File: config.mk
export PLATFORM = sky130hd
export DESIGN_NAME = aksr_regs
export DESIGN_NICKNAME = d
export VERILOG_FILES = /design/src/logic/aksr_pkg.sv /design/src/logic/aksr_ao_store.sv /design/src/logic/aksr_key_mux.sv /design/src/logic/aksr_regs.sv
export SDC_FILE = /design/constraint.sdc
export NUM_CORES = 1
export LEC_CHECK = 0
export BUFFER_PORTS_ARGS = -buffer_cell sky130_fd_sc_hd__buf_2
export CAP_MARGIN = 20
export CORE_MARGIN = 2
export CORE_UTILIZATION = 40
export CTS_CLUSTER_DIAMETER = 200
export DETAILED_ROUTE_END_ITERATION = 16
export PLACE_DENSITY = 0.65
export SETUP_SLACK_MARGIN = 0.05
export SYNTH_ARGS = -nofsm -noshare
export SYNTH_HDL_FRONTEND = slang
export SYNTH_SLANG_ARGS = --single-unit
File: constraint.sdc
create_clock -name core_clk -period 2.3 [get_ports core_clk]
set_input_delay 0.115 -clock core_clk [delete_from_list [all_inputs] [get_ports core_clk]]
set_output_delay 0.115 -clock core_clk [all_outputs]
set_load 0.03 [all_outputs]
File: src/logic/aksr_pkg.sv
// shared constants and types of the aes key source register bank
package aksr_pkg;
  localparam int AW = 16;
  localparam int DW = 32;
  localparam int BW = 4;
  localparam int KW = 128;
  localparam int NWORD = 4;
  // ******************************
  // register offsets (byte addresses)
  // ******************************
  localparam logic [AW-1:0] OFS_ENABLE = 16'h0500;
  localparam logic [AW-1:0] OFS_KSEL = 16'h1A38;
  localparam logic [AW-1:0] OFS_LOCK = 16'h1A4C;
  localparam logic [AW-1:0] OFS_KEY0 = 16'h1A50;
  localparam logic [AW-1:0] OFS_KEY1 = 16'h1A54;
  localparam logic [AW-1:0] OFS_KEY2 = 16'h1A58;
  localparam logic [AW-1:0] OFS_KEY3 = 16'h1A5C;
  localparam logic [AW-1:0] OFS_LCS = 16'h1A60;
  // ******************************
  // field positions and reset values
  // ******************************
  localparam int EN_BIT = 0;
  localparam int LOCK_BIT = 0;
  localparam int VALID_BIT = 0;
  localparam int KSEL_LSB = 0;
  localparam int KSEL_W = 2;
  localparam int LCS_LSB = 0;
  localparam int LCS_W = 3;
  localparam logic EN_RST = 1'h0;
  localparam logic [KSEL_W-1:0] KSEL_RST = 2'h0;
  localparam logic [LCS_W-1:0] LCS_RST = 3'h0;
  localparam logic [DW-1:0] RD_ZERO = 32'h00000000;
  localparam logic [BW-1:0] BE_ALL = 4'hF;
  // ******************************
  // enumerations
  // ******************************
  typedef enum logic [1:0] {
    KSEL_ROOT = 2'h0,
    KSEL_FIXED = 2'h1,
    KSEL_SESSION = 2'h2,
    KSEL_NONE = 2'h3
  } aksr_ksel_t;
  typedef enum logic [2:0] {
    LCS_DEBUG = 3'h0,
    LCS_SECURE = 3'h2
  } aksr_lcs_t;
  typedef enum logic {
    BUS_IDLE = 1'b0,
    BUS_DONE = 1'b1
  } aksr_bus_st_t;
  // ******************************
  // carriers
  // ******************************
  typedef struct packed {
    logic read;
    logic write;
    logic [AW-1:0] address;
    logic [DW-1:0] writedata;
    logic [BW-1:0] byteenable;
  } aksr_av_req_t;
  typedef struct packed {
    logic lock_set;
    logic [NWORD-1:0] word_we;
    logic [DW-1:0] wdata;
    logic [BW-1:0] be;
  } aksr_ao_wr_t;
  // byte-lane merge of a write into a stored word
  function automatic logic [DW-1:0] bemerge(input logic [DW-1:0] old_w,
                                            input logic [DW-1:0] new_w,
                                            input logic [BW-1:0] be);
    logic [DW-1:0] res;
    res = old_w;
    for (int i = 0; i < BW; i++) begin
      if (be[i]) begin
        res[i*8 +: 8] = new_w[i*8 +: 8];
      end
    end
    return res;
  endfunction
endpackage

File: src/logic/aksr_ao_store.sv
// always-on storage of the fixed-key lock and the device root key
`timescale 1ns/1ns
module aksr_ao_store
  import aksr_pkg::*;
(
  input wire logic core_clk, // clock
  input wire logic ao_rst_b, // always-on reset, active low
  input aksr_ao_wr_t wr, // gated write request
  output logic lock, // fixed-key lock
  output logic [KW-1:0] root_key, // device root key
  output logic [NWORD-1:0] written // word written flags
);
  logic lock_reg, lock_next;
  logic [KW-1:0] key_reg, key_next;
  logic [NWORD-1:0] wr_reg, wr_next;

  assign lock_next = lock_reg | wr.lock_set;
  assign wr_next = wr_reg | wr.word_we;

  // word i holds key bits 32i+31:32i
  always_comb begin
    key_next = key_reg;
    for (int i = 0; i < NWORD; i++) begin
      if (wr.word_we[i]) begin
        key_next[i*DW +: DW] = bemerge(key_reg[i*DW +: DW], wr.wdata, wr.be);
      end
    end
  end

  // only the always-on reset clears this state
  always_ff @(posedge core_clk) begin
    if (!ao_rst_b) begin
      lock_reg <= 1'b0;
      key_reg <= '0;
      wr_reg <= '0;
    end else begin
      lock_reg <= lock_next;
      key_reg <= key_next;
      wr_reg <= wr_next;
    end
  end

  assign lock = lock_reg;
  assign root_key = key_reg;
  assign written = wr_reg;
endmodule

File: src/logic/aksr_key_mux.sv
// selection of the hardware key presented to the aes engine
`timescale 1ns/1ns
module aksr_key_mux
  import aksr_pkg::*;
#(
  // arbitrary value, stands in for the hard-coded design key
  parameter logic [KW-1:0] FIXED_KEY = 128'h0F1E2D3C4B5A69788796A5B4C3D2E1F0
)(
  input wire logic core_clk, // clock
  input wire logic rst_b, // reset, active low
  input wire logic en, // subsystem enable
  input wire logic [KSEL_W-1:0] sel, // key source select
  input wire logic lock, // fixed-key lock
  input wire logic [KW-1:0] root_key, // device root key
  input wire logic [KW-1:0] session_key, // session key
  output logic [KW-1:0] hw_key, // key to aes engine
  output logic hw_key_valid // key usable
);
  logic [KW-1:0] key_reg, key_next;
  logic vld_reg;
  wire [KW-1:0] fixed_sel;

  // a locked fixed key reads as zero
  assign fixed_sel = lock ? '0 : FIXED_KEY;

  always_comb begin
    case (sel)
      KSEL_ROOT: key_next = root_key;
      KSEL_FIXED: key_next = fixed_sel;
      KSEL_SESSION: key_next = session_key;
      default: key_next = '0;
    endcase
    if (!en) begin
      key_next = '0;
    end
  end

  always_ff @(posedge core_clk) begin
    if (!rst_b) begin
      key_reg <= '0;
      vld_reg <= 1'b0;
    end else begin
      key_reg <= key_next;
      vld_reg <= en;
    end
  end

  assign hw_key = key_reg;
  assign hw_key_valid = vld_reg;
endmodule

File: src/logic/aksr_regs.sv
// register bank for enable, aes key source and root key storage
`timescale 1ns/1ns
module aksr_regs
  import aksr_pkg::*;
#(
  parameter logic [KW-1:0] FIXED_KEY = 128'h0F1E2D3C4B5A69788796A5B4C3D2E1F0
)(
  input wire logic core_clk, // 100 MHz clock
  input wire logic rst_b, // bus reset, active low
  input wire logic ao_rst_b, // always-on reset, active low
  input aksr_av_req_t av_req, // avalon request
  output logic [DW-1:0] av_readdata, // avalon read data
  output logic av_waitrequest, // avalon wait
  input wire logic [KW-1:0] session_key, // session key
  output logic [KW-1:0] aes_hw_key, // key to aes engine
  output logic aes_key_valid, // key usable
  output logic subsystem_en, // subsystem enabled
  output logic [LCS_W-1:0] lifecycle_state // lifecycle state
);

  // ******************************
  // bus handshake
  // ******************************

  aksr_bus_st_t st_reg, st_next;
  logic [DW-1:0] rdata_reg, rdata_next;
  wire req;
  wire wr_go;
  wire rd_go;

  assign req = av_req.read | av_req.write;
  // one wait cycle, then the request is taken
  assign av_waitrequest = req & (st_reg == BUS_IDLE);
  assign wr_go = av_req.write & (st_reg == BUS_DONE);
  assign rd_go = av_req.read & (st_reg == BUS_DONE);

  always_comb begin
    case (st_reg)
      BUS_IDLE: st_next = req ? BUS_DONE : BUS_IDLE;
      BUS_DONE: st_next = BUS_IDLE;
      default: st_next = BUS_IDLE;
    endcase
  end

  // ******************************
  // address decode
  // ******************************

  wire hit_en;
  wire hit_sel;
  wire hit_lock;
  wire hit_lcs;
  wire [NWORD-1:0] hit_key;

  assign hit_en = av_req.address == OFS_ENABLE;
  assign hit_sel = av_req.address == OFS_KSEL;
  assign hit_lock = av_req.address == OFS_LOCK;
  assign hit_lcs = av_req.address == OFS_LCS;
  assign hit_key[0] = av_req.address == OFS_KEY0;
  assign hit_key[1] = av_req.address == OFS_KEY1;
  assign hit_key[2] = av_req.address == OFS_KEY2;
  assign hit_key[3] = av_req.address == OFS_KEY3;

  // ******************************
  // control registers
  // ******************************

  logic en_reg, en_next;
  logic [KSEL_W-1:0] sel_reg, sel_next;
  logic [LCS_W-1:0] lcs_reg, lcs_next;
  wire [DW-1:0] en_word;
  wire [DW-1:0] sel_word;
  wire [DW-1:0] lcs_word;
  wire cfg_go;
  wire [DW-1:0] en_merge;
  wire [DW-1:0] sel_merge;
  wire [DW-1:0] lcs_merge;

  assign en_word = {{(DW-1){1'b0}}, en_reg};
  assign sel_word = {{(DW-KSEL_W){1'b0}}, sel_reg};
  assign lcs_word = {{(DW-LCS_W){1'b0}}, lcs_reg};

  // crypto settings are written only while enabled
  assign cfg_go = wr_go & en_reg;

  assign en_merge = bemerge(en_word, av_req.writedata, av_req.byteenable);
  assign sel_merge = bemerge(sel_word, av_req.writedata, av_req.byteenable);
  assign lcs_merge = bemerge(lcs_word, av_req.writedata, av_req.byteenable);

  // enable bit steers the whole subsystem
  assign en_next = (wr_go & hit_en) ? en_merge[EN_BIT] : en_reg;
  assign sel_next = (cfg_go & hit_sel) ? sel_merge[KSEL_LSB +: KSEL_W] : sel_reg;
  assign lcs_next = (cfg_go & hit_lcs) ? lcs_merge[LCS_LSB +: LCS_W] : lcs_reg;

  // subsystem starts disabled with the root key selected
  always_ff @(posedge core_clk) begin
    if (!rst_b) begin
      st_reg <= BUS_IDLE;
      rdata_reg <= RD_ZERO;
      en_reg <= EN_RST;
      sel_reg <= KSEL_RST;
      lcs_reg <= LCS_RST;
    end else begin
      st_reg <= st_next;
      rdata_reg <= rdata_next;
      en_reg <= en_next;
      sel_reg <= sel_next;
      lcs_reg <= lcs_next;
    end
  end

  // ******************************
  // always-on store
  // ******************************

  aksr_ao_wr_t ao_wr;
  logic ao_lock;
  logic [KW-1:0] root_key;
  logic [NWORD-1:0] written;
  wire secure;
  wire key_valid;
  wire [NWORD-1:0] key_ok;

  assign secure = lcs_reg != LCS_DEBUG;
  assign key_valid = &written;
  // a word already written is frozen outside debug state
  assign key_ok = secure ? ~written : {NWORD{1'b1}};

  // only a write of one sets the lock
  assign ao_wr.lock_set = cfg_go & hit_lock & av_req.byteenable[0] &
                          av_req.writedata[LOCK_BIT];
  // word strobes to the always-on store
  assign ao_wr.word_we = {NWORD{cfg_go}} & hit_key & key_ok;
  assign ao_wr.wdata = av_req.writedata;
  assign ao_wr.be = av_req.byteenable;

  // lock and root key kept in the always-on domain
  aksr_ao_store aksr_ao_store_i (
    .core_clk(core_clk),
    .ao_rst_b(ao_rst_b),
    .wr(ao_wr),
    .lock(ao_lock),
    .root_key(root_key),
    .written(written)
  );

  // ******************************
  // read data
  // ******************************

  wire [DW-1:0] lock_word;
  wire [DW-1:0] status_word;

  assign lock_word = {{(DW-1){1'b0}}, ao_lock};
  // word 0 reads as retention status, key words never read back
  assign status_word = {{(DW-1){1'b0}}, key_valid};

  always_comb begin
    rdata_next = rdata_reg;
    if (av_req.read && st_reg == BUS_IDLE) begin
      if (hit_en) begin
        rdata_next = en_word;
      end else if (hit_sel) begin
        rdata_next = sel_word;
      end else if (hit_lock) begin
        rdata_next = lock_word;
      end else if (hit_key[0]) begin
        rdata_next = status_word;
      end else if (hit_lcs) begin
        rdata_next = lcs_word;
      end else begin
        rdata_next = RD_ZERO;
      end
    end
  end

  assign av_readdata = rdata_reg;

  // ******************************
  // key routing
  // ******************************

  // select code picks the engine key source
  aksr_key_mux #(
    .FIXED_KEY(FIXED_KEY)
  ) aksr_key_mux_i (
    .core_clk(core_clk),
    .rst_b(rst_b),
    .en(en_reg),
    .sel(sel_reg),
    .lock(ao_lock),
    .root_key(root_key),
    .session_key(session_key),
    .hw_key(aes_hw_key),
    .hw_key_valid(aes_key_valid)
  );

  assign subsystem_en = en_reg;
  assign lifecycle_state = lcs_reg;
endmodule

-- Yosys cells after proc, flatten, opt, wreduce, memory -nomap -nowiden
Cells that the tools add are included.
- flip-flop bits (word level): 301
- output and inout bits: 166
- eq/ne operators: 10
- muxes and demuxes: 10
- bitwise logic cells: 16
- reductions and logical operators: 24
- operators with widths (operator ; count):
    one-hot mux 128 bit (3 select lines) ; 1
    two-way mux 124 bit ; 1
    == test 16 x 13 -> 1 bit (second input constant) ; 7
    AND reduction 2 bit ; 20
    == test 16 x 11 -> 1 bit (second input constant) ; 1
    two-way mux 3 bit ; 5
    AND 1 bit ; 9
    AND 4 bit ; 2
    two-way mux 4 bit ; 1
    NOT 4 bit ; 1
    OR 4 bit ; 1
    AND reduction 4 bit ; 1
    nonzero test 3 bit ; 1
    == test 2 x 1 -> 1 bit (second input constant) ; 1
    == test 2 bit (second input constant) ; 1
    zero test 2 bit ; 1
    OR 1 bit ; 2
    one-hot mux 1 bit (2 select lines) ; 1
    logical AND 1 bit ; 1
    two-way mux 1 bit ; 1
    NOT 1 bit ; 1

-- Depth between registers and ports, before layout
- word-level depth: 6
- mapped depth: 6

-- By module
Synthesis repeated with hierarchy kept, for this count alone.
- cells, all modules: 1010
- area, all modules: 11223.3 µm²
- modules (own cells, without submodules) (module ; instances ; cells an instance ; area each (µm²) ; seq. area each (µm²)):
    aksr_key_mux ; 1 ; 430 ; 5445.2 ; 2582.5
    aksr_ao_store ; 1 ; 464 ; 4809.6 ; 2662.6
    aksr_regs ; 1 ; 116 ; 968.4 ; 200.2

-- Least setup slack after synthesis
OpenSTA, ideal clock, no wires.
- path type: flip-flop to flip-flop
- from: reg en_reg (netlist: subsystem_en)
- to: reg aksr_ao_store_i.key_reg[104] (netlist: aksr_ao_store_i.root_key[104])
- arrival time: 1.790 ns
- path slack: 0.438 ns
- stages on the path, launching flop included: 6
- period minus slack after synthesis: 1.862 ns
- path through: dfxtp_1 -> and3_2 -> nand4_4 -> buf_12 -> nor3_4 -> mux2i_1
- word-level cells in the longest chain between the ends: 4
- RTL lines (item ; RTL line ; text):
    start, declared ; aksr_regs.sv:68 ; logic en_reg, en_next;
    start signal, assigned ; aksr_regs.sv:106 ; en_reg <= en_next;
    AND 1 bit ; aksr_regs.sv:84 ; assign cfg_go = wr_go & en_reg;
    AND 4 bit (2 in series) ; aksr_regs.sv:133 ; assign ao_wr.word_we = {NWORD{cfg_go}} & hit_key & key_ok;
    AND reduction 2 bit (no source line) ; n/a ;
    end signal, assigned ; aksr_ao_store.sv:38 ; key_reg <= key_next;
    end, declared ; aksr_ao_store.sv:14 ; logic [KW-1:0] key_reg, key_next;
Every way passes these cells.
A chain may end at the register's enable or synchronous reset.

-- Worst setup path after layout
- from: reg en_reg (netlist: subsystem_en)
- to: reg aksr_ao_store_i.key_reg[87] (netlist: aksr_ao_store_i.root_key[87])
Same word-level chain as after synthesis.

==> results.sh <==
export IMPL_critPathMaxFanout=8
export IMPL_wl_microns=35700
export IMPL_postRouteAntennaNets=0
export IMPL_grtUsageTotal=0.241
export IMPL_area_growth_pct=41.3
export IMPL_total_power_mw=10.1
export IMPL_worst_pin_slew_ns=0.566
export IMPL_cts_max_level=1
export IMPL_utilization=0.576
export IMPL_die_width_microns=170
export IMPL_hold_viol=0
export IMPL_slew_viol_final=0
export IMPL_cts_root_buf="clkbuf_16"
export IMPL_leakage_nw=6.51
export IMPL_portBuffers=321
export IMPL_grt_max_degree=65
export IMPL_async_flop_share=0
export IMPL_worst_setup_path_start_kind="flop"
export IMPL_design_core_area_sq_um=27000
export IMPL_grt_pass1_vias=9843
export IMPL_ys_seq_elements=272
export IMPL_dp_hpwl_microns=24700
export IMPL_layout_common_cells="320 x buf_2, 270 x dfxtp_1, 194 x mux2i_1"
export IMPL_cts_buffers=29
export IMPL_drive_gt1_frac=0.265
export IMPL_worst_setup_path_type="flop to flop"
export IMPL_grt_overflow_total=0
export IMPL_period_needed_ns=2.16
export IMPL_clock_path_buffers=3
export IMPL_dp_cells=1779
export IMPL_wl_per_cell_microns=17.9
export IMPL_cp_required_ns=2.74
export IMPL_status="finished, final reports clean"
export IMPL_synth_area_sq_um=11000
export IMPL_cts_tree="built"
export IMPL_initial_utilization=0.408
export IMPL_antenna_found_initial=3
export IMPL_setup_violations=0
export IMPL_fin_cells=1996
export IMPL_fin_nets=1817
export IMPL_ioPinCount=351
export IMPL_finalSetupTns_ns=0
export IMPL_drv_cap=0
export IMPL_yosysUniqueCellTypes=49
export IMPL_final_common_cell="buf_2"
export IMPL_drt_vias_per_instance=4.92
export IMPL_crit_arrival_ns=2.60
export IMPL_drt_initial_drc_count=676
export IMPL_ys_warn_count=0
export IMPL_first_pass_iters=5
export IMPL_post_route_period_util=0.939
export IMPL_timing_fmax_mhz=463
export IMPL_path_clk_slew_ns=0.07
export IMPL_synth_edf_count=0
export IMPL_synthFlopType="dfxtp_1"
export IMPL_finClkSkew_ns=0.0150
export IMPL_p_per_area_nw_per_um2=653
export IMPL_avgSynthCellArea_sq_um=9.42
export IMPL_clock_sinks=272
export IMPL_die_area_sq_um=28800
export IMPL_gp_congestion=0.936
export IMPL_vias=9821
export IMPL_hold_class="input port to flop"
export IMPL_die_h_microns=170
export IMPL_maxSlewHeadroom=0.617
export IMPL_whs_ns=0.00486
export IMPL_r2r_setup_slack_ns=0.14
export IMPL_rsz0062_at_grt="no"
export IMPL_clk_latency_ns=0.55
export IMPL_grt_pass1_wl_microns=54100
export IMPL_post_route_drc_count=0
export IMPL_synthCells=1167
export IMPL_ys_seq_area_frac=0.495
export IMPL_row_count=60
export IMPL_peakVddDrop_uv=551
export IMPL_endpoint_kind="flop"
-- through the flow --
stage,area [sq um],setup slack (ns)
after CTS,15500,0.129
after global placement,12900,0.303
final,15500,0.140
after detailed placement,12900,0.212
after floorplan,11100,0.438
after global routing,15500,0.0573
-- area by class of cell --
cell class | instances | area, sq um
fill | 2323 | 11400
clock inverter | 12 | 126
sequential | 272 | 5450
timing repair buffer | 509 | 3520
clock buffer | 40 | 857
multi-input combinational | 815 | 5130
antenna | 2 | 5.00
inverter | 5 | 18.8
tap | 341 | 427
-- logic make-up (layout without fill, tap and decap cells) --
group / Yosys count / in the layout / synth area share
AOI/OAI and AO/OA: 152 / 152 / 0.0725
muxes: 194 / 194 / 0.177
and+or+nand+nor: 440 / 440 / 0.206
other: 1 / 31 / 0.000341
buffers and inverters: 108 / 566 / 0.0489
DFF: 272 / 272 / 0.495
-- routing by layer --
layer | vias to the layer above | global-route usage | routed length [microns]
met4 | 0 | 0.0847 | 1110
li1 | 4798 | - | -
met5 | - | 0 | 0
met1 | 4612 | 0.295 | 14800
met3 | 72 | 0.0382 | 1970
met2 | 339 | 0.427 | 17800
-- report_power, final --
| group | internal (mW) | switching, mW |
|---|---|---|
| sequential | 4.71 | 0.00206 |
| clock | 2.82 | 1.96 |
| combinational | 0.332 | 0.321 |
| total | 7.86 | 2.28 |
-- timing repair --
action / 4_1_cts / 5_1_grt
endpoints found under the setup margin: 0 / 2
endpoints found under the hold margin: 223 / 0
buffers inserted: 0 / 0
gates resized for setup: 0 / 1
hold buffers: 163 / 0
-- critical path, stage by stage (launching register included) --
cell and delay (ns):
dfxtp_1 0.40, and3_2 0.27, and4_2 0.40, nand3_4 0.24, mux2i_1 0.18, dlygate4sd3_1 0.56
-- Yosys cell counts, drive strengths merged, types with 2 or more instances --
| master | instances | share of area |
|---|---|---|
| nor4 | 3 | 0.0036 |
| a211oi | 2 | 0.0014 |
| nor2b | 6 | 0.0034 |
| nand2 | 174 | 0.061 |
| nand2b | 69 | 0.039 |
| and2 | 2 | 0.0013 |
| nor4b | 6 | 0.0059 |
| nand3 | 10 | 0.0091 |
| o21ai | 4 | 0.0018 |
| nor3 | 15 | 0.019 |
| clkbuf | 58 | 0.020 |
| a21oi | 134 | 0.061 |
| and3b | 2 | 0.0020 |
| dfxtp | 272 | 0.50 |
| a31oi | 3 | 0.0017 |
| nor2 | 132 | 0.045 |
| and4 | 6 | 0.0051 |
| mux2i | 194 | 0.18 |
| o31ai | 4 | 0.0027 |
| nand4 | 5 | 0.0042 |
| buf | 45 | 0.027 |
| inv | 5 | 0.0017 |
| and3 | 5 | 0.0031 |
-- path summary, 6_finish.rpt --
kind	from	to	cells past startpoint
worst max-delay path	subsystem_en$_SDFFE_PN0P_	aksr_ao_store_i.root_key[87]$_SDFFE_PN0P_	5
worst min-delay path	av_req[17]	aksr_ao_store_i.root_key[77]$_SDFFE_PN0P_	3
worst max register to register	subsystem_en$_SDFFE_PN0P_	aksr_ao_store_i.root_key[87]$_SDFFE_PN0P_	5
worst min register to register	av_readdata[1]$_SDFFE_PN0P_	av_readdata[1]$_SDFFE_PN0P_	2
No activity file was read; power rests on OpenSTA's default activity.
